--- config.mk ---
export PLATFORM = sky130hd
export DESIGN_NAME = i2m_master
export DESIGN_NICKNAME = d
export VERILOG_FILES = /design/src/i2m_pkg.sv /design/src/i2m_brg_if.sv /design/src/i2m_master.sv /design/src/i2m_fifo.sv /design/src/i2m_brg.sv
export SDC_FILE = /design/constraint.sdc
export NUM_CORES = 1
export LEC_CHECK = 0
export BUFFER_PORTS_ARGS = -buffer_cell sky130_fd_sc_hd__buf_2
export CAP_MARGIN = 25
export CORE_MARGIN = 8
export CORE_UTILIZATION = 55
export CTS_CLUSTER_DIAMETER = 120
export CTS_CLUSTER_SIZE = 20
export DETAILED_ROUTE_END_ITERATION = 7
export GPL_TIMING_DRIVEN = 0
export PLACE_DENSITY = 0.75
export REMOVE_ABC_BUFFERS = 1
export SLEW_MARGIN = 15
export SYNTH_ARGS = -nofsm -noshare
export SYNTH_HDL_FRONTEND = slang
export SYNTH_SLANG_ARGS = --single-unit
--- constraint.sdc ---
create_clock -name clk_sys -period 2.65 [get_ports clk_sys]
set_input_delay 0.1325 -clock clk_sys [delete_from_list [all_inputs] [get_ports clk_sys]]
set_output_delay 0.1325 -clock clk_sys [all_outputs]
set_load 0.03 [all_outputs]
--- src/i2m_pkg.sv ---
`default_nettype none
package i2m_pkg;
  // bus timing: clk_sys is the oscillator, count steps once every two clk_sys cycles
  localparam int CLK_PERIOD_NS = 100;
  localparam int BRG_STEP_NS = 200;
  localparam int BRG_STEP_CYCLES = (BRG_STEP_NS + CLK_PERIOD_NS - 1) / CLK_PERIOD_NS;
  localparam int RELOAD_W = 7;
  localparam int DATA_W = 8;
  localparam int RX_FIFO_DEPTH = 8;
  localparam logic [3:0] FIRST_BIT = 4'h0;
  localparam logic [3:0] LAST_DATA_BIT = 4'h7;
  localparam logic [3:0] ACK_BIT = 4'h8;
  localparam logic [3:0] MODE_MASTER = 4'h8;
  localparam logic ACK_LEVEL = 1'h0;
  typedef enum logic [3:0] {
    ST_IDLE = 4'h0,
    ST_START_WAIT = 4'h1,
    ST_START_HOLD = 4'h2,
    ST_RS_PULL = 4'h3,
    ST_RS_SDA_HI = 4'h4,
    ST_RS_SCL_RISE = 4'h5,
    ST_RS_BOTH_HI = 4'h6,
    ST_RS_SDA_LOW = 4'h7,
    ST_BIT_SETUP = 4'h8,
    ST_BIT_LOW = 4'h9,
    ST_BIT_RISE = 4'hA,
    ST_BIT_HIGH = 4'hB,
    ST_ABORT = 4'hC
  } i2m_state_t;
endpackage
`default_nettype wire

--- src/i2m_brg_if.sv ---
`timescale 1ns/1ps
`default_nettype none
interface i2m_brg_if;
  import i2m_pkg::*;
  logic load;
  logic [RELOAD_W-1:0] reload;
  logic timeout;
  modport ctl (output load, output reload, input timeout);
  modport gen (input load, input reload, output timeout);
endinterface
`default_nettype wire

--- src/i2m_master.sv ---
`timescale 1ns/1ps
`default_nettype none
//////////////////////////////////////////////////////////////////////////////
// What this block does
// - reset or disable clears start/stop detected
// - stop on busy bus raises interrupt
// - driven data compared with line; mismatch flags collision
// - buffer write during sequence discarded, write collision
// - transmit: address byte, eight bits, ack received
// - receive: eight bits in, ack sent back
// - generator reloads from low seven baud bits
// - generator runs on buffer write, stops after ack
// - count down to zero, one step per two cycles
// - generator waits for clock high, then reloads
// - start: both high, count, then data low
// - start hold period then clear enable, interrupt
// - start collision: lines low, abort to idle
// - write during repeated start discarded, write collision
// - control requests ignored until sequence completes
// - repeated start: clock low, release data, clock
// - data low one period, then clear, interrupt
// - repeated start collision on data or clock
// - repeated start ignored while another event runs
// - ack stored, interrupt at ninth clock end
module i2m_master (
  // clock and reset
  input wire logic clk_sys,
  input wire logic reset,
  // control
  input wire logic port_enable_bit,
  input wire logic [3:0] port_mode_select,
  input wire logic [i2m_pkg::DATA_W-1:0] slave_addr_baud_reg,
  input wire logic port_irq_enable,
  input wire logic start_req,
  input wire logic rstart_req,
  input wire logic rx_req,
  input wire logic ack_data_bit,
  // transmit buffer
  input wire logic tx_write,
  input wire logic [i2m_pkg::DATA_W-1:0] tx_data,
  // received bytes
  output logic rx_valid,
  input wire logic rx_ready,
  output logic [i2m_pkg::DATA_W-1:0] rx_data,
  // flag clears
  input wire logic clr_irq,
  input wire logic clr_bcl,
  input wire logic clr_wr_coll,
  // status
  output logic start_detected,
  output logic stop_detected,
  output logic bus_collision_flag,
  output logic write_collision_flag,
  output logic port_interrupt_flag,
  output logic ack_received_status,
  output logic start_enable_bit,
  output logic repeated_start_enable_bit,
  output logic master_busy,
  // bus lines
  input wire logic scl_i,
  output logic scl_o,
  output logic scl_oe,
  input wire logic sda_i,
  output logic sda_o,
  output logic sda_oe
);
  import i2m_pkg::*;

  //////////////////////////////////////////////////////////////////////////////
  i2m_state_t state_q;
  logic scl_m_q;
  logic scl_s;
  logic sda_m_q;
  logic sda_s;
  logic sda_p_q;
  logic master_on;
  logic start_cond;
  logic stop_cond;
  logic brg_load_q;
  logic [3:0] bit_q;
  logic [DATA_W-1:0] shift_q;
  logic rx_mode_q;
  logic ev_irq_q;
  logic ev_bcl_q;
  logic ev_wr_coll_q;
  logic ev_push_q;
  logic fifo_in_ready;
  logic scl_oe_d;
  logic sda_oe_d;
  i2m_brg_if brg_bus ();

  // whether to pull the bus low while this bit is on the wire
  function automatic logic pull_low(input logic rx, input logic [3:0] b,
                                    input logic [DATA_W-1:0] sh, input logic ack);
    if (b == ACK_BIT)
    begin
      pull_low = rx && (ack == ACK_LEVEL);
    end
    else
    begin
      pull_low = !rx && !sh[DATA_W-1];
    end
  endfunction

  // whether this bit is ours to drive, so a mismatch means lost arbitration
  function automatic logic we_drive(input logic rx, input logic [3:0] b);
    we_drive = (b == ACK_BIT) ? rx : !rx;
  endfunction

  //////////////////////////////////////////////////////////////////////////////
  // pins cross in from the bus: two flops before any use
  always_ff @(posedge clk_sys)
  begin
    if (reset)
    begin
      scl_m_q <= 1'h1;
      scl_s <= 1'h1;
      sda_m_q <= 1'h1;
      sda_s <= 1'h1;
      sda_p_q <= 1'h1;
    end
    else
    begin
      scl_m_q <= scl_i;
      scl_s <= scl_m_q;
      sda_m_q <= sda_i;
      sda_s <= sda_m_q;
      sda_p_q <= sda_s;
    end
  end

  // open drain: only ever pull low, the line value itself is never driven high
  always_ff @(posedge clk_sys)
  begin
    scl_o <= 1'h0;
    sda_o <= 1'h0;
  end

  assign master_on = port_enable_bit && (port_mode_select == MODE_MASTER);
  assign start_cond = scl_s && sda_p_q && !sda_s;
  assign stop_cond = scl_s && !sda_p_q && sda_s;
  assign brg_bus.load = brg_load_q;
  assign brg_bus.reload = slave_addr_baud_reg[RELOAD_W-1:0];

  //////////////////////////////////////////////////////////////////////////////
  // bus monitor, also watches other masters
  always_ff @(posedge clk_sys)
  begin
    if (reset || !port_enable_bit)
    begin
      start_detected <= 1'h0;
      stop_detected <= 1'h0;
    end
    else if (start_cond)
    begin
      start_detected <= 1'h1;
      stop_detected <= 1'h0;
    end
    else if (stop_cond)
    begin
      stop_detected <= 1'h1;
      start_detected <= 1'h0;
    end
  end

  // sticky flags: a set in the clearing cycle wins
  always_ff @(posedge clk_sys)
  begin
    if (reset)
    begin
      port_interrupt_flag <= 1'h0;
      bus_collision_flag <= 1'h0;
      write_collision_flag <= 1'h0;
    end
    else
    begin
      port_interrupt_flag <= ev_irq_q || (stop_cond && start_detected && port_irq_enable)
                             || (port_interrupt_flag && !clr_irq);
      bus_collision_flag <= ev_bcl_q || (bus_collision_flag && !clr_bcl);
      write_collision_flag <= ev_wr_coll_q || (write_collision_flag && !clr_wr_coll);
    end
  end

  always_ff @(posedge clk_sys)
  begin
    if (reset)
    begin
      master_busy <= 1'h0;
      scl_oe <= 1'h0;
      sda_oe <= 1'h0;
    end
    else
    begin
      master_busy <= state_q != ST_IDLE;
      scl_oe <= scl_oe_d;
      sda_oe <= sda_oe_d;
    end
  end

  //////////////////////////////////////////////////////////////////////////////
  // sequencer
  always_ff @(posedge clk_sys)
  begin
    if (reset || !master_on)
    begin
      state_q <= ST_IDLE;
      scl_oe_d <= 1'h0;
      sda_oe_d <= 1'h0;
      start_enable_bit <= 1'h0;
      repeated_start_enable_bit <= 1'h0;
      brg_load_q <= 1'h0;
      ev_irq_q <= 1'h0;
      ev_bcl_q <= 1'h0;
      ev_wr_coll_q <= 1'h0;
      ev_push_q <= 1'h0;
      bit_q <= FIRST_BIT;
      shift_q <= '0;
      rx_mode_q <= 1'h0;
      ack_received_status <= 1'h0;
    end
    else
    begin
      brg_load_q <= 1'h0;
      ev_irq_q <= 1'h0;
      ev_bcl_q <= 1'h0;
      ev_push_q <= 1'h0;
      // no queueing: a buffer write during any sequence is dropped
      ev_wr_coll_q <= tx_write && (state_q != ST_IDLE);
      case (state_q)
        ST_IDLE:
        begin
          // requests only act from idle, so none is held over
          if (start_req)
          begin
            if (scl_s && sda_s)
            begin
              start_enable_bit <= 1'h1;
              brg_load_q <= 1'h1;
              state_q <= ST_START_WAIT;
            end
            else
            begin
              ev_bcl_q <= 1'h1;
            end
          end
          else if (rstart_req)
          begin
            repeated_start_enable_bit <= 1'h1;
            scl_oe_d <= 1'h1;
            state_q <= ST_RS_PULL;
          end
          else if (tx_write)
          begin
            shift_q <= tx_data;
            rx_mode_q <= 1'h0;
            bit_q <= FIRST_BIT;
            scl_oe_d <= 1'h1;
            state_q <= ST_BIT_SETUP;
          end
          else if (rx_req && fifo_in_ready && !ev_push_q)
          begin
            rx_mode_q <= 1'h1;
            bit_q <= FIRST_BIT;
            scl_oe_d <= 1'h1;
            state_q <= ST_BIT_SETUP;
          end
        end
        ST_START_WAIT:
        begin
          if (!scl_s || !sda_s)
          begin
            state_q <= ST_ABORT;
          end
          else if (brg_bus.timeout)
          begin
            sda_oe_d <= 1'h1;
            brg_load_q <= 1'h1;
            state_q <= ST_START_HOLD;
          end
        end
        ST_START_HOLD:
        begin
          if (brg_bus.timeout)
          begin
            start_enable_bit <= 1'h0;
            ev_irq_q <= 1'h1;
            state_q <= ST_IDLE;
          end
        end
        ST_RS_PULL:
        begin
          if (!scl_s)
          begin
            brg_load_q <= 1'h1;
            sda_oe_d <= 1'h0;
            state_q <= ST_RS_SDA_HI;
          end
        end
        ST_RS_SDA_HI:
        begin
          if (brg_bus.timeout)
          begin
            if (sda_s)
            begin
              scl_oe_d <= 1'h0;
              state_q <= ST_RS_SCL_RISE;
            end
            else
            begin
              state_q <= ST_ABORT;
            end
          end
        end
        ST_RS_SCL_RISE:
        begin
          if (scl_s && !sda_s)
          begin
            state_q <= ST_ABORT;
          end
          else if (scl_s)
          begin
            brg_load_q <= 1'h1;
            state_q <= ST_RS_BOTH_HI;
          end
        end
        ST_RS_BOTH_HI:
        begin
          if (!scl_s || !sda_s)
          begin
            state_q <= ST_ABORT;
          end
          else if (brg_bus.timeout)
          begin
            sda_oe_d <= 1'h1;
            brg_load_q <= 1'h1;
            state_q <= ST_RS_SDA_LOW;
          end
        end
        ST_RS_SDA_LOW:
        begin
          if (brg_bus.timeout)
          begin
            repeated_start_enable_bit <= 1'h0;
            ev_irq_q <= 1'h1;
            state_q <= ST_IDLE;
          end
        end
        ST_BIT_SETUP:
        begin
          // data moves only once the clock is already held low
          sda_oe_d <= pull_low(rx_mode_q, bit_q, shift_q, ack_data_bit);
          brg_load_q <= 1'h1;
          state_q <= ST_BIT_LOW;
        end
        ST_BIT_LOW:
        begin
          if (brg_bus.timeout)
          begin
            scl_oe_d <= 1'h0;
            state_q <= ST_BIT_RISE;
          end
        end
        ST_BIT_RISE:
        begin
          // a slave stretching the clock holds the count here
          if (scl_s)
          begin
            brg_load_q <= 1'h1;
            state_q <= ST_BIT_HIGH;
          end
        end
        ST_BIT_HIGH:
        begin
          if (we_drive(rx_mode_q, bit_q) && !sda_oe_d && !sda_s)
          begin
            state_q <= ST_ABORT;
          end
          else if (brg_bus.timeout)
          begin
            scl_oe_d <= 1'h1;
            if (bit_q == ACK_BIT)
            begin
              if (!rx_mode_q)
              begin
                ack_received_status <= sda_s;
              end
              ev_push_q <= rx_mode_q;
              ev_irq_q <= 1'h1;
              state_q <= ST_IDLE;
            end
            else
            begin
              shift_q <= {shift_q[DATA_W-2:0], sda_s};
              bit_q <= bit_q + 4'h1;
              state_q <= ST_BIT_SETUP;
            end
          end
        end
        ST_ABORT:
        begin
          // lost the bus: let go of both lines and fall back to idle
          scl_oe_d <= 1'h0;
          sda_oe_d <= 1'h0;
          start_enable_bit <= 1'h0;
          repeated_start_enable_bit <= 1'h0;
          ev_bcl_q <= 1'h1;
          state_q <= ST_IDLE;
        end
        default:
        begin
          state_q <= ST_IDLE;
        end
      endcase
    end
  end

  //////////////////////////////////////////////////////////////////////////////
  i2m_brg #(
    .STEP_CYCLES(BRG_STEP_CYCLES)
  ) u_brg (
    .clk_sys(clk_sys),
    .reset(reset),
    .brg(brg_bus.gen)
  );

  // a full queue refuses new receive requests until software drains it
  i2m_fifo #(
    .WIDTH(DATA_W),
    .DEPTH(RX_FIFO_DEPTH)
  ) u_rx_fifo (
    .clk_sys(clk_sys),
    .reset(reset),
    .in_valid(ev_push_q),
    .in_ready(fifo_in_ready),
    .in_data(shift_q),
    .out_valid(rx_valid),
    .out_ready(rx_ready),
    .out_data(rx_data)
  );
endmodule
`default_nettype wire

--- src/i2m_fifo.sv ---
`timescale 1ns/1ps
`default_nettype none
module i2m_fifo #(
  parameter int WIDTH = 8,
  parameter int DEPTH = 8
) (
  // clock and reset
  input wire logic clk_sys,
  input wire logic reset,
  // fill side
  input wire logic in_valid,
  output logic in_ready,
  input wire logic [WIDTH-1:0] in_data,
  // drain side, read data registered
  output logic out_valid,
  input wire logic out_ready,
  output logic [WIDTH-1:0] out_data
);
  localparam int AW = $clog2(DEPTH);
  localparam int CW = $clog2(DEPTH + 1);
  localparam logic [CW-1:0] FULL = CW'(DEPTH);
  generate
    if (DEPTH < 2 || (1 << AW) != DEPTH)
    begin : g_bad_depth
      $error("fifo depth must be a power of two, at least 2");
    end
  endgenerate
  logic [WIDTH-1:0] mem_q [DEPTH];
  logic [AW-1:0] wr_q;
  logic [AW-1:0] rd_q;
  logic [CW-1:0] cnt_q;
  logic push;
  logic pop;
  assign in_ready = cnt_q != FULL;
  assign push = in_valid && in_ready;
  assign pop = (cnt_q != '0) && (!out_valid || out_ready);
  always_ff @(posedge clk_sys)
  begin
    if (push)
    begin
      mem_q[wr_q] <= in_data;
    end
  end
  always_ff @(posedge clk_sys)
  begin
    if (reset)
    begin
      wr_q <= '0;
      rd_q <= '0;
      cnt_q <= '0;
      out_valid <= 1'h0;
      out_data <= '0;
    end
    else
    begin
      wr_q <= push ? wr_q + 1'h1 : wr_q;
      rd_q <= pop ? rd_q + 1'h1 : rd_q;
      cnt_q <= cnt_q + CW'(push) - CW'(pop);
      if (pop)
      begin
        out_data <= mem_q[rd_q];
        out_valid <= 1'h1;
      end
      else if (out_ready)
      begin
        out_valid <= 1'h0;
      end
    end
  end
endmodule
`default_nettype wire

--- src/i2m_brg.sv ---
`timescale 1ns/1ps
`default_nettype none
module i2m_brg #(
  parameter int STEP_CYCLES = 2
) (
  // clock and reset
  input wire logic clk_sys,
  input wire logic reset,
  // control from the sequencer
  i2m_brg_if.gen brg
);
  import i2m_pkg::*;
  localparam int SW = (STEP_CYCLES > 1) ? $clog2(STEP_CYCLES) : 1;
  generate
    if (STEP_CYCLES < 1)
    begin : g_bad_step
      $error("step divider must be at least 1");
    end
  endgenerate
  logic [SW-1:0] div_q;
  logic step;
  logic [RELOAD_W-1:0] cnt_q;
  logic active_q;
  assign step = div_q == SW'(STEP_CYCLES - 1);
  always_ff @(posedge clk_sys)
  begin
    if (reset || step)
    begin
      div_q <= '0;
    end
    else
    begin
      div_q <= div_q + 1'h1;
    end
  end
  // counts down to zero, then idles until the next reload
  always_ff @(posedge clk_sys)
  begin
    if (reset)
    begin
      cnt_q <= '0;
      active_q <= 1'h0;
      brg.timeout <= 1'h0;
    end
    else
    begin
      brg.timeout <= 1'h0;
      if (brg.load)
      begin
        cnt_q <= brg.reload;
        active_q <= 1'h1;
      end
      else if (active_q && step)
      begin
        if (cnt_q == '0)
        begin
          active_q <= 1'h0;
          brg.timeout <= 1'h1;
        end
        else
        begin
          cnt_q <= cnt_q - 1'h1;
        end
      end
    end
  end
endmodule
`default_nettype wire

==> key figures, run 1 <==
Placed design
  • Hpwl dp: 8580 um
  • Input/output buffers: 53
  • Dpl ws: -0.333 ns
  • Final GP Congestion: 0.879
  • Placement Cell Area: about 6400 um^2

Layout
  • Post-layout util: approximately 67%
  • Share of layout cells above drive strength 1: 20.6%
  • N_diodes: 0
  • Most common cell after layout, fill and taps aside: dfxtp_1
  • Most frequent cells in the layout: 65 x dfxtp_1, 64 x edfxtp_1, 61 x nor2_1
  • Layout area overhead: 18.2%
  • Layout Nets: 656
  • Final Cell Area: 7210 um^2

Clocking
  • Register clock-pin slew on the reported worst setup and hold paths: ~0.06 ns
  • H-Tree Level Count: 4
  • Total clock sinks: around 130
  • Clk Latency, worst-skew pair: roughly 0.53 ns
  • TritonCTS clock tree: yes
  • Clock Tree Buf Depth: 2
  • Number of buffers created by CTS: 17
  • Root Buffer: clkbuf_8

Power and ir drop
  • Peak supply drop: around 0.6 mV
  • Leakage power: ~2.8 nW
  • PwrDens: 747 nW/um^2

Routing
  • Post-route ant nets: 0
  • Routed len/inst: 17.4 um
  • Drc violations: 0
  • Starting DRT DRC Count: 265
  • Via count: 4,381
  • Drt pass-1 iters: 5
  • Via density: 5.76
  • WL final: approximately 13,000 um

Critical path
  • CP max stage cell: dfxtp_1
  • CP max stage delay: 0.91 ns
  • Crit path cell chain: nor4_1 > clkbuf_2 > a32o_1 > a221o_2 > nor3_1 > o221a_2
  • Arrival @ worst endpoint: between 2 and 3 ns
  • Crit path capture type: flop
  • Crit Path Max Fanout: 28
  • Crit start category: flop
  • CP Class: reg2reg
  • Critical Path RT: about 3.1 ns

Synth
  • Dominant synthesized flop cell: dfxtp_1
  • Synth Instances: 545
  • Synth warnings: 0
  • Post-synthesis register bit count: 133
  • Count of flip-flops with a built-in enable after synthesis: 64
  • Syn Std Cell Area: 6110 um^2
  • Post-synthesis cell type count: 68
  • Sequential fraction of the synthesis area: between 50 and 60%
  • Synth top area share: 31.5%
  • Synth area leaders: edfxtp_1 31%, dfxtp_1 23%, mux4_2 5.9%
  • Post-synth ARST share: 0%
  • Yosys top cell by area: edfxtp_1
  • Mapped Avg Cell Area: between 10 and 15 um^2

Min path
  • Worst hold path type: in2reg

Floorplan
  • Die H: 121 um
  • # rows: 38
  • Core area: 10,800 um^2
  • I/O Pins: 57
  • DIE WIDTH: around 120 um
  • Starting Density: 56.3%
  • Die Area: 14,700 um^2

Job
  • Max-cap violations: 0

STA
  • Count of pins over their slew limit: 0
  • Relative slew slack: about two fifths
  • Final setup fails: 0
  • Final Hold Viols: 0
  • RSZ-0062 raised after global routing: no
  • Total negative slack: 0 ns
  • Worst-Margin Slew: just over 0.9 ns
  • Fraction of the cycle the final worst path needs: 95.1%
  • Fmax: 397 MHz
  • Min Hold Slack: 0.0493 ns
  • Tmin final: around 2.5 ns
  • Worst Skew: 0.00984 ns
  • Worst setup margin: 0.129 ns

Global routing
  • First-pass GRT wire length: 21,300 um
  • Total GRT Usage: 18.4%
  • Gr busiest metal: met2
  • Vias in the first global route: 4,263
  • Largest net degree at the start of global routing: between 40 and 50
  • Overflow after GRT: 0
  • M3 GR Usage: 4.09%
  • Global routing met1 resource utilization: between 20% and 30%
  • Antenna violations before repair: 0
  • GR Util met2: 31.1%

Run status
  • Outcome: completed
where the power goes:
group	leakage (nW)	switching (mW)	internal, mW
Clock	0.258	0.904	1.25
Combinational	1.28	0.437	0.394
Sequential	1.31	0.167	2.24
Total	2.84	1.51	3.88
cell type report:
cell class | count | area [um^2]
Inverter | 21 | 78.8
Multi-Input combinational cell | 353 | 2560
Tap cell | 140 | 175
Clock buffer | 18 | 418
Fill cell | 827 | 3630
Timing Repair Buffer | 82 | 547
Sequential cell | 133 | 3310
Clock inverter | 14 | 128
flip-flops by register name (all words and copies together) (netlist names), 3 cells and up:
name / flops
u_rx_fifo.mem_q: 64
shift_q: 8
u_rx_fifo.out_data: 8
u_brg.cnt_q: 7
bit_q: 4
state_q: 4
u_rx_fifo.cnt_q: 4
u_rx_fifo.rd_q: 3
u_rx_fifo.wr_q: 3
cell usage after synthesis (7+ instances only):
cell and instances:
nor2_1 61, o21ai_0 18, mux4_2 16, nand2b_1 17
ha_1 12, edfxtp_1 64, nor2b_1 12, a21oi_1 28
mux2i_1 24, buf_2 7, nor3_1 12, nand2_1 29
inv_1 20, dfxtp_1 69, a211oi_1 23, clkbuf_1 21
kinds of logic (layout without fill, tap and decap cells):
logic type / after synthesis / after routing / share of synthesized area, %
fa+ha+maj: 13 / 13 / 2.79
buf+inv: 60 / 135 / 4.32
compound gates: 114 / 114 / 12.7
flops: 133 / 133 / 54.1
xor+xnor: 11 / 11 / 1.58
mux: 40 / 40 / 9.84
other cells: 1 / 2 / 0.0614
simple gates: 173 / 173 / 14.6
worst max-delay path: cells and delay by family, from the launching register on:
kind,cells,cell delay [ns]
flip-flops,1,0.91
AO/OA/AOI/OAI,3,0.85
AND/OR/NAND/NOR,2,0.48
buffers and inverters,1,0.21
timing repair:
item / in CTS / in global routing
setup endpoints to repair: 8 / 11
hold buffers: 25 / 0
buffers inserted: 2 / 0
endpoints found under the hold margin: 26 / 0
pin swaps: 1 / 0
resized for setup: 0 / 4
metrics by stage:
step / power (mW) / instances
CTS: 5.44 / 760
floorplan: 3.01 / 507
global route: 5.64 / 761
global placement: 3.22 / 700
detailed placement: 3.27 / 701
finish: 5.39 / 761
final timing paths:
| kind | slack, ns | depth (start not counted) | end | startpoint |
|---|---|---|---|---|
| max | 0.13 | 6 | state_q[3] | state_q[1] |
| min reg2reg | 0.41 | 1 | scl_s | scl_m_q |
| min | 0.05 | 3 | shift_q[5] | tx_data[5] |
| max reg2reg | 0.13 | 6 | state_q[3] | state_q[1] |
layer usage:
metal | wire length [um] | share of wire (%)
met2 | 6610 | 50
met3 | 876 | 6.6
met5 | 0 | 0
met1 | 5590 | 42
met4 | 181 | 1.4
No activity file was read; power rests on OpenSTA's default activity.
==> inputs of run 2 (changes only) <==
Settings changed: CORE_UTILIZATION 55 to 50, PLACE_DENSITY 0.75 to 0.69.
==> key figures, run 2 (synthesized netlist as in run 1, its figures left out) <==
Power and ir drop
  • PwrDens: 770 nW/um^2 (was 747 nW/um^2)
  • Peak supply drop: 0.464 mV (was 0.615 mV)
  • Leakage power: 2.81 nW (was 2.84 nW)

Critical path
  • Critical Path RT: 2.91 ns (was 3.11 ns)
  • WP buf/inv: 0 (was 1)
  • Top Family by Delay on Critical Path: flip-flops (unchanged)
  • Worst Setup SP: state_q[0] (was state_q[1])
  • Worst R2R End: state_q[1] (was state_q[3])
  • Arrival @ worst endpoint: 2.73 ns (was 2.98 ns)
  • Crit Path Max Fanout: 28 (unchanged)
  • FF-to-FF Start: state_q[0] (was state_q[1])
  • CP max stage cell: dfxtp_1 (unchanged)
  • Crit start category: flop (unchanged)
  • R2r setup slk: 0.18 ns (was 0.13 ns)
  • CP Class: reg2reg (unchanged)
  • Crit path capture type: flop (unchanged)
  • CP max stage delay: 0.91 ns (about the same)
  • Crit path cell chain: nor4_1 > a32o_1 > a221o_2 > nor3_1 > a211oi_1 (was nor4_1 > clkbuf_2 > a32o_1 > a221o_2 > nor3_1 > o221a_2)
  • Worst r2r path cells: 5 (was 6)

Clocking
  • Total clock sinks: 133 (unchanged)
  • Root Buffer: clkbuf_16 (was clkbuf_8)
  • H-Tree Level Count: 4 (unchanged)
  • Clk Latency, worst-skew pair: 0.42 ns (was 0.53 ns)
  • Register clock-pin slew on the reported worst setup and hold paths: 0.06 ns (about the same)
  • Number of buffers created by CTS: 17 (unchanged)
  • Clock Tree Buf Depth: 2 (unchanged)
  • TritonCTS clock tree: yes (unchanged)

Min path
  • Worst hold start: clr_bcl (was tx_data[5])
  • Number of cells on the worst hold path: 4 (was 3)
  • Worst hold path type: in2reg (unchanged)
  • Worst Hold Endpoint: bus_collision_flag (was shift_q[5])

Layout
  • Largest register FFs: 64 (unchanged)
  • Register name with the most flops: u_rx_fifo.mem_q (unchanged)
  • Post-layout util: 59.8% (was 66.6%)
  • Final Cell Area: 7150 um^2 (was 7210 um^2)
  • N_diodes: 0 (unchanged)
  • Fillers: 958 (was 827)
  • Top flop regs: u_rx_fifo.mem_q (64), shift_q (8), u_rx_fifo.out_data (8) (unchanged)
  • Most common cell after layout, fill and taps aside: dfxtp_1 (unchanged)
  • Most frequent cells in the layout: 67 x dfxtp_1, 64 x edfxtp_1, 61 x nor2_1 (was 65 x dfxtp_1, 64 x edfxtp_1, 61 x nor2_1)
  • Layout area overhead: 17.1% (was 18.2%)
  • Share of layout cells above drive strength 1: 21.0% (was 20.6%)
  • Layout Nets: 648 (was 656)
  • Storage cell area: 3310 um^2 (about the same)
  • Multi-input combinational cell area: 2550 um^2 (was 2560 um^2)

Routing
  • Via count: 4,295 (was 4,381)
  • Drc violations: 0 (unchanged)
  • WL final: 12,300 um (was 13,300 um)
  • Via density: 5.65 (was 5.76)
  • Routed len/inst: 16.2 um (was 17.4 um)
  • Starting DRT DRC Count: 405 (was 265)
  • Drt pass-1 iters: 5 (unchanged)
  • Post-route ant nets: 0 (unchanged)

STA
  • Count of pins over their slew limit: 0 (unchanged)
  • Fraction of the cycle the final worst path needs: 93.2% (was 95.1%)
  • Final Hold Viols: 0 (unchanged)
  • Tmin final: 2.47 ns (was 2.52 ns)
  • Worst Skew: 0.00562 ns (was 0.00984 ns)
  • Worst-Margin Slew: 0.922 ns (was 0.919 ns)
  • Fmax: 405 MHz (was 397 MHz)
  • RSZ-0062 raised after global routing: no (unchanged)
  • Relative slew slack: 38.4% (was 38.7%)
  • Final setup fails: 0 (unchanged)

Placed design
  • Final GP Congestion: 0.932 (was 0.879)
  • Placement Cell Area: 6410 um^2 (was 6390 um^2)
  • Hpwl dp: 8330 um (was 8580 um)
  • Input/output buffers: 53 (unchanged)

Floorplan
  • Core area: 12,000 um^2 (was 10,800 um^2)
  • I/O Pins: 57 (unchanged)
  • DIE WIDTH: 127 um (was 121 um)
  • Die H: 127 um (was 121 um)
  • Starting Density: 51.0% (was 56.3%)
  • Die Area: 16,000 um^2 (was 14,700 um^2)
  • # rows: 40 (was 38)

Run status
  • Outcome: completed (unchanged)

Global routing
  • Antenna violations before repair: 0 (unchanged)
  • Total GRT Usage: 16.1% (was 18.4%)
  • First-pass GRT wire length: 20,800 um (was 21,300 um)
  • Overflow after GRT: 0 (unchanged)
  • Largest net degree at the start of global routing: 42 (unchanged)
  • Vias in the first global route: 4,329 (was 4,263)

Job
  • Max-cap violations: 0 (unchanged)
## run 2: tightest hold or removal path, cell delays in order
cell and delay, ns:
buf_2 0.09, inv_1 0.04, a21oi_1 0.05, nor2_1 0.07
## run 2: worst max path at each step
stage	end	slack, ns	cells after the start
detailed placement	state_q[3]	-0.23	5
CTS	shift_q[6]	0.11	5
global placement	u_rx_fifo.cnt_q[2]	-1.05	10
global route	shift_q[6]	0.009	5
finish	state_q[1]	0.18	5
floorplan	u_rx_fifo.cnt_q[2]	-0.47	9
## run 2: power by group
group | total (mW) | internal, mW | switching (mW)
combinational | 0.857 | 0.399 | 0.458
sequential | 2.38 | 2.24 | 0.141
clock | 2.27 | 1.32 | 0.950
## run 2: area by class of cell
type,count,area share [%]
Clock buffer,18,6.00
Clock inverter,14,2.01
Multi-Input combinational cell,353,35.7
Inverter,21,1.10
Tap cell,147,2.57
Timing Repair Buffer,74,6.42
Sequential cell,133,46.2
## run 2: metal layers
metal	track usage, %	vias up	wire length (um)
met1	19.1	2020	5390
li1	-	2113	-
met2	26.7	137	6040
met5	0	-	0
met4	7.50	0	237
met3	4.40	25	677
## run 2: stage by stage
step | setup TNS [ns] | hold WS (ns) | cells | setup slack (ns) | power (mW)
final | 0 | 0.0120 | 760 | 0.180 | 5.50
after global routing | 0 | 0.0279 | 760 | 0.00907 | 5.73
after CTS | 0 | 0.00139 | 760 | 0.115 | 5.55
after detailed placement | -0.913 | 0.317 | 711 | -0.229 | 3.28
after global placement | -4.64 | 0.315 | 707 | -1.05 | 3.21
after floorplan | -1.37 | 0.199 | 507 | -0.470 | 3.01
## run 2: repair_timing
| action | in CTS | in global routing |
|---|---|---|
| gates cloned | 0 | 0 |
| hold buffers | 12 | 0 |
| pin swaps | 1 | 0 |
| endpoints found under the hold margin | 12 | 0 |
| resized for setup | 1 | 2 |
| setup buffers | 5 | 0 |
| setup endpoints to repair | 8 | 10 |
==> inputs of run 3 (changes only) <==
Settings changed: CORE_ASPECT_RATIO set to 0.7.
==> key figures, run 3 (synthesized netlist as in run 1, its figures left out) <==
Clocking
  • Clk Latency, worst-skew pair: 0.41 ns (was 0.42 ns)
  • H-Tree Level Count: 4 (unchanged)
  • Register clock-pin slew on the reported worst setup and hold paths: 0.06 ns (about the same)
  • TritonCTS clock tree: yes (unchanged)
  • Clock Tree Buf Depth: 2 (unchanged)
  • Number of buffers created by CTS: 17 (unchanged)
  • Total clock sinks: 133 (unchanged)
  • Root Buffer: clkbuf_16 (unchanged)

Global routing
  • Largest net degree at the start of global routing: 42 (unchanged)
  • Overflow after GRT: 0 (unchanged)
  • Total GRT Usage: 17.2% (was 16.1%)
  • Antenna violations before repair: 0 (unchanged)
  • Vias in the first global route: 4,238 (was 4,329)
  • First-pass GRT wire length: 21,900 um (was 20,800 um)

Floorplan
  • I/O Pins: 57 (unchanged)
  • Die H: 108 um (was 127 um)
  • Core area: 11,800 um^2 (was 12,000 um^2)
  • DIE WIDTH: 148 um (was 127 um)
  • Starting Density: 51.7% (was 51.0%)
  • # rows: 33 (was 40)
  • Die Area: 16,100 um^2 (was 16,000 um^2)

Layout
  • Largest register FFs: 64 (unchanged)
  • Top flop regs: u_rx_fifo.mem_q (64), shift_q (8), u_rx_fifo.out_data (8) (unchanged)
  • Multi-input combinational cell area: 2570 um^2 (was 2550 um^2)
  • Most common cell after layout, fill and taps aside: dfxtp_1 (unchanged)
  • Most frequent cells in the layout: 65 x dfxtp_1, 64 x edfxtp_1, 61 x nor2_1 (was 67 x dfxtp_1, 64 x edfxtp_1, 61 x nor2_1)
  • Share of layout cells above drive strength 1: 20.8% (was 21.0%)
  • Layout Nets: 645 (was 648)
  • Layout area overhead: 17.3% (was 17.1%)
  • Post-layout util: 60.7% (was 59.8%)
  • Fillers: 950 (was 958)
  • Register name with the most flops: u_rx_fifo.mem_q (unchanged)
  • Storage cell area: 3310 um^2 (about the same)
  • N_diodes: 0 (unchanged)

Critical path
  • Worst Setup SP: u_rx_fifo.cnt_q[2] (was state_q[0])
  • Top Family by Delay on Critical Path: simple AND/OR/NAND/NOR gates (was flip-flops)
  • WP buf/inv: 2 (was 0)
  • Crit start category: flop (unchanged)
  • Crit path cell chain: inv_1 > ha_1 > or3b_2 > and2_1 > nand2b_1 > nor3_1 > buf_2 (was nor4_1 > a32o_1 > a221o_2 > nor3_1 > a211oi_1)
  • Critical Path RT: 2.77 ns (was 2.91 ns)
  • CP max stage delay: 0.61 ns (was 0.91 ns)
  • Crit Path Max Fanout: 6 (was 28)
  • CP Class: reg2reg (unchanged)
  • CP max stage cell: nor3_1 (was dfxtp_1)
  • FF-to-FF Start: u_rx_fifo.cnt_q[2] (was state_q[0])
  • Arrival @ worst endpoint: 2.54 ns (was 2.73 ns)
  • Crit path capture type: flop (unchanged)

Min path
  • Worst hold start: port_enable_bit (was clr_bcl)
  • Worst hold path type: in2reg (unchanged)

Routing
  • WL final: 13,500 um (was 12,300 um)
  • Starting DRT DRC Count: 344 (was 405)
  • Drc violations: 0 (unchanged)
  • Via density: 5.67 (was 5.65)
  • Post-route ant nets: 0 (unchanged)
  • Drt pass-1 iters: 4 (was 5)
  • Via count: 4,351 (was 4,295)
  • Routed len/inst: 17.6 um (was 16.2 um)

STA
  • Worst-Margin Slew: 0.931 ns (was 0.922 ns)
  • Count of pins over their slew limit: 0 (unchanged)
  • Final Hold Viols: 0 (unchanged)
  • Final setup fails: 0 (unchanged)
  • Total negative slack: 0 ns (unchanged)
  • RSZ-0062 raised after global routing: no (unchanged)
  • Worst setup margin: 0.230 ns (was 0.180 ns)
  • Worst Skew: 0.00645 ns (was 0.00562 ns)
  • Fmax: 413 MHz (was 405 MHz)
  • Relative slew slack: 38.0% (was 38.4%)
  • Fraction of the cycle the final worst path needs: 91.3% (was 93.2%)
  • Tmin final: 2.42 ns (was 2.47 ns)

Placed design
  • Dpl ws: -0.241 ns (was -0.229 ns)
  • Input/output buffers: 53 (unchanged)
  • Final GP Congestion: 0.893 (was 0.932)
  • Hpwl dp: 9030 um (was 8330 um)

Power and ir drop
  • PwrDens: 779 nW/um^2 (was 770 nW/um^2)
  • Peak supply drop: 0.537 mV (was 0.464 mV)
  • Leakage power: 2.83 nW (was 2.81 nW)

Run status
  • Outcome: completed (unchanged)

Job
  • Max-cap violations: 0 (unchanged)
==> run 3: layer usage <==
layer | track usage [%] | vias up | part of all wire [%]
li1 | - | 2107 | -
met2 | 25.9 | 143 | 44
met1 | 23.7 | 2085 | 48
met4 | 4.57 | 0 | 1.1
met3 | 5.34 | 16 | 6.7
met5 | 0 | - | 0
==> run 3: report_power, final <==
part           switching, mW  internal (mW)
sequential             0.141           2.24
combinational          0.489          0.397
clock                  0.877           1.44
total                   1.51           4.07
==> run 3: what timing repair did <==
action,CTS,global route
endpoints found under the hold margin,11,0
pin swaps,1,1
gates cloned,0,1
hold buffers,11,0
resized for setup,1,5
endpoints found under the setup margin,8,11
setup buffers,3,0
==> run 3: worst paths after layout <==
path                                end  slack, ns  cells past startpoint
hold reg to reg                   scl_s       0.41                      1
setup / recovery  u_rx_fifo.mem_q[0][0]       0.23                      7
hold / removal           start_detected       0.01                      3
setup reg to reg  u_rx_fifo.mem_q[0][0]       0.23                      7
==> run 3: area by class of cell <==
class / instances / share of cell area (%)
tap: 157 / 2.74
inverter: 21 / 1.10
clock buffer: 23 / 6.99
multi-input combinational: 354 / 35.9
clock inverter: 9 / 1.24
sequential: 133 / 46.2
timing repair buffer: 70 / 5.90
==> run 3: metrics by stage <==
stage / instances / total power, mW / hold slack (ns) / cell area (um^2)
after CTS: 766 / 5.60 / 0.00248 / 7140
after detailed placement: 720 / 3.27 / 0.325 / 6410
after floorplan: 507 / 3.01 / 0.199 / 5920
after global routing: 767 / 5.84 / 0.0240 / 7160
after global placement: 717 / 3.21 / 0.320 / 6390
final: 767 / 5.58 / 0.0124 / 7160
==> run 3: worst register-to-register path, stage by stage, from the launching register on <==
cell	delay (ns)
dfxtp_1	0.31
inv_1	0.06
ha_1	0.19
or3b_2	0.23
and2_1	0.26
nand2b_1	0.17
nor3_1	0.61
buf_2	0.29
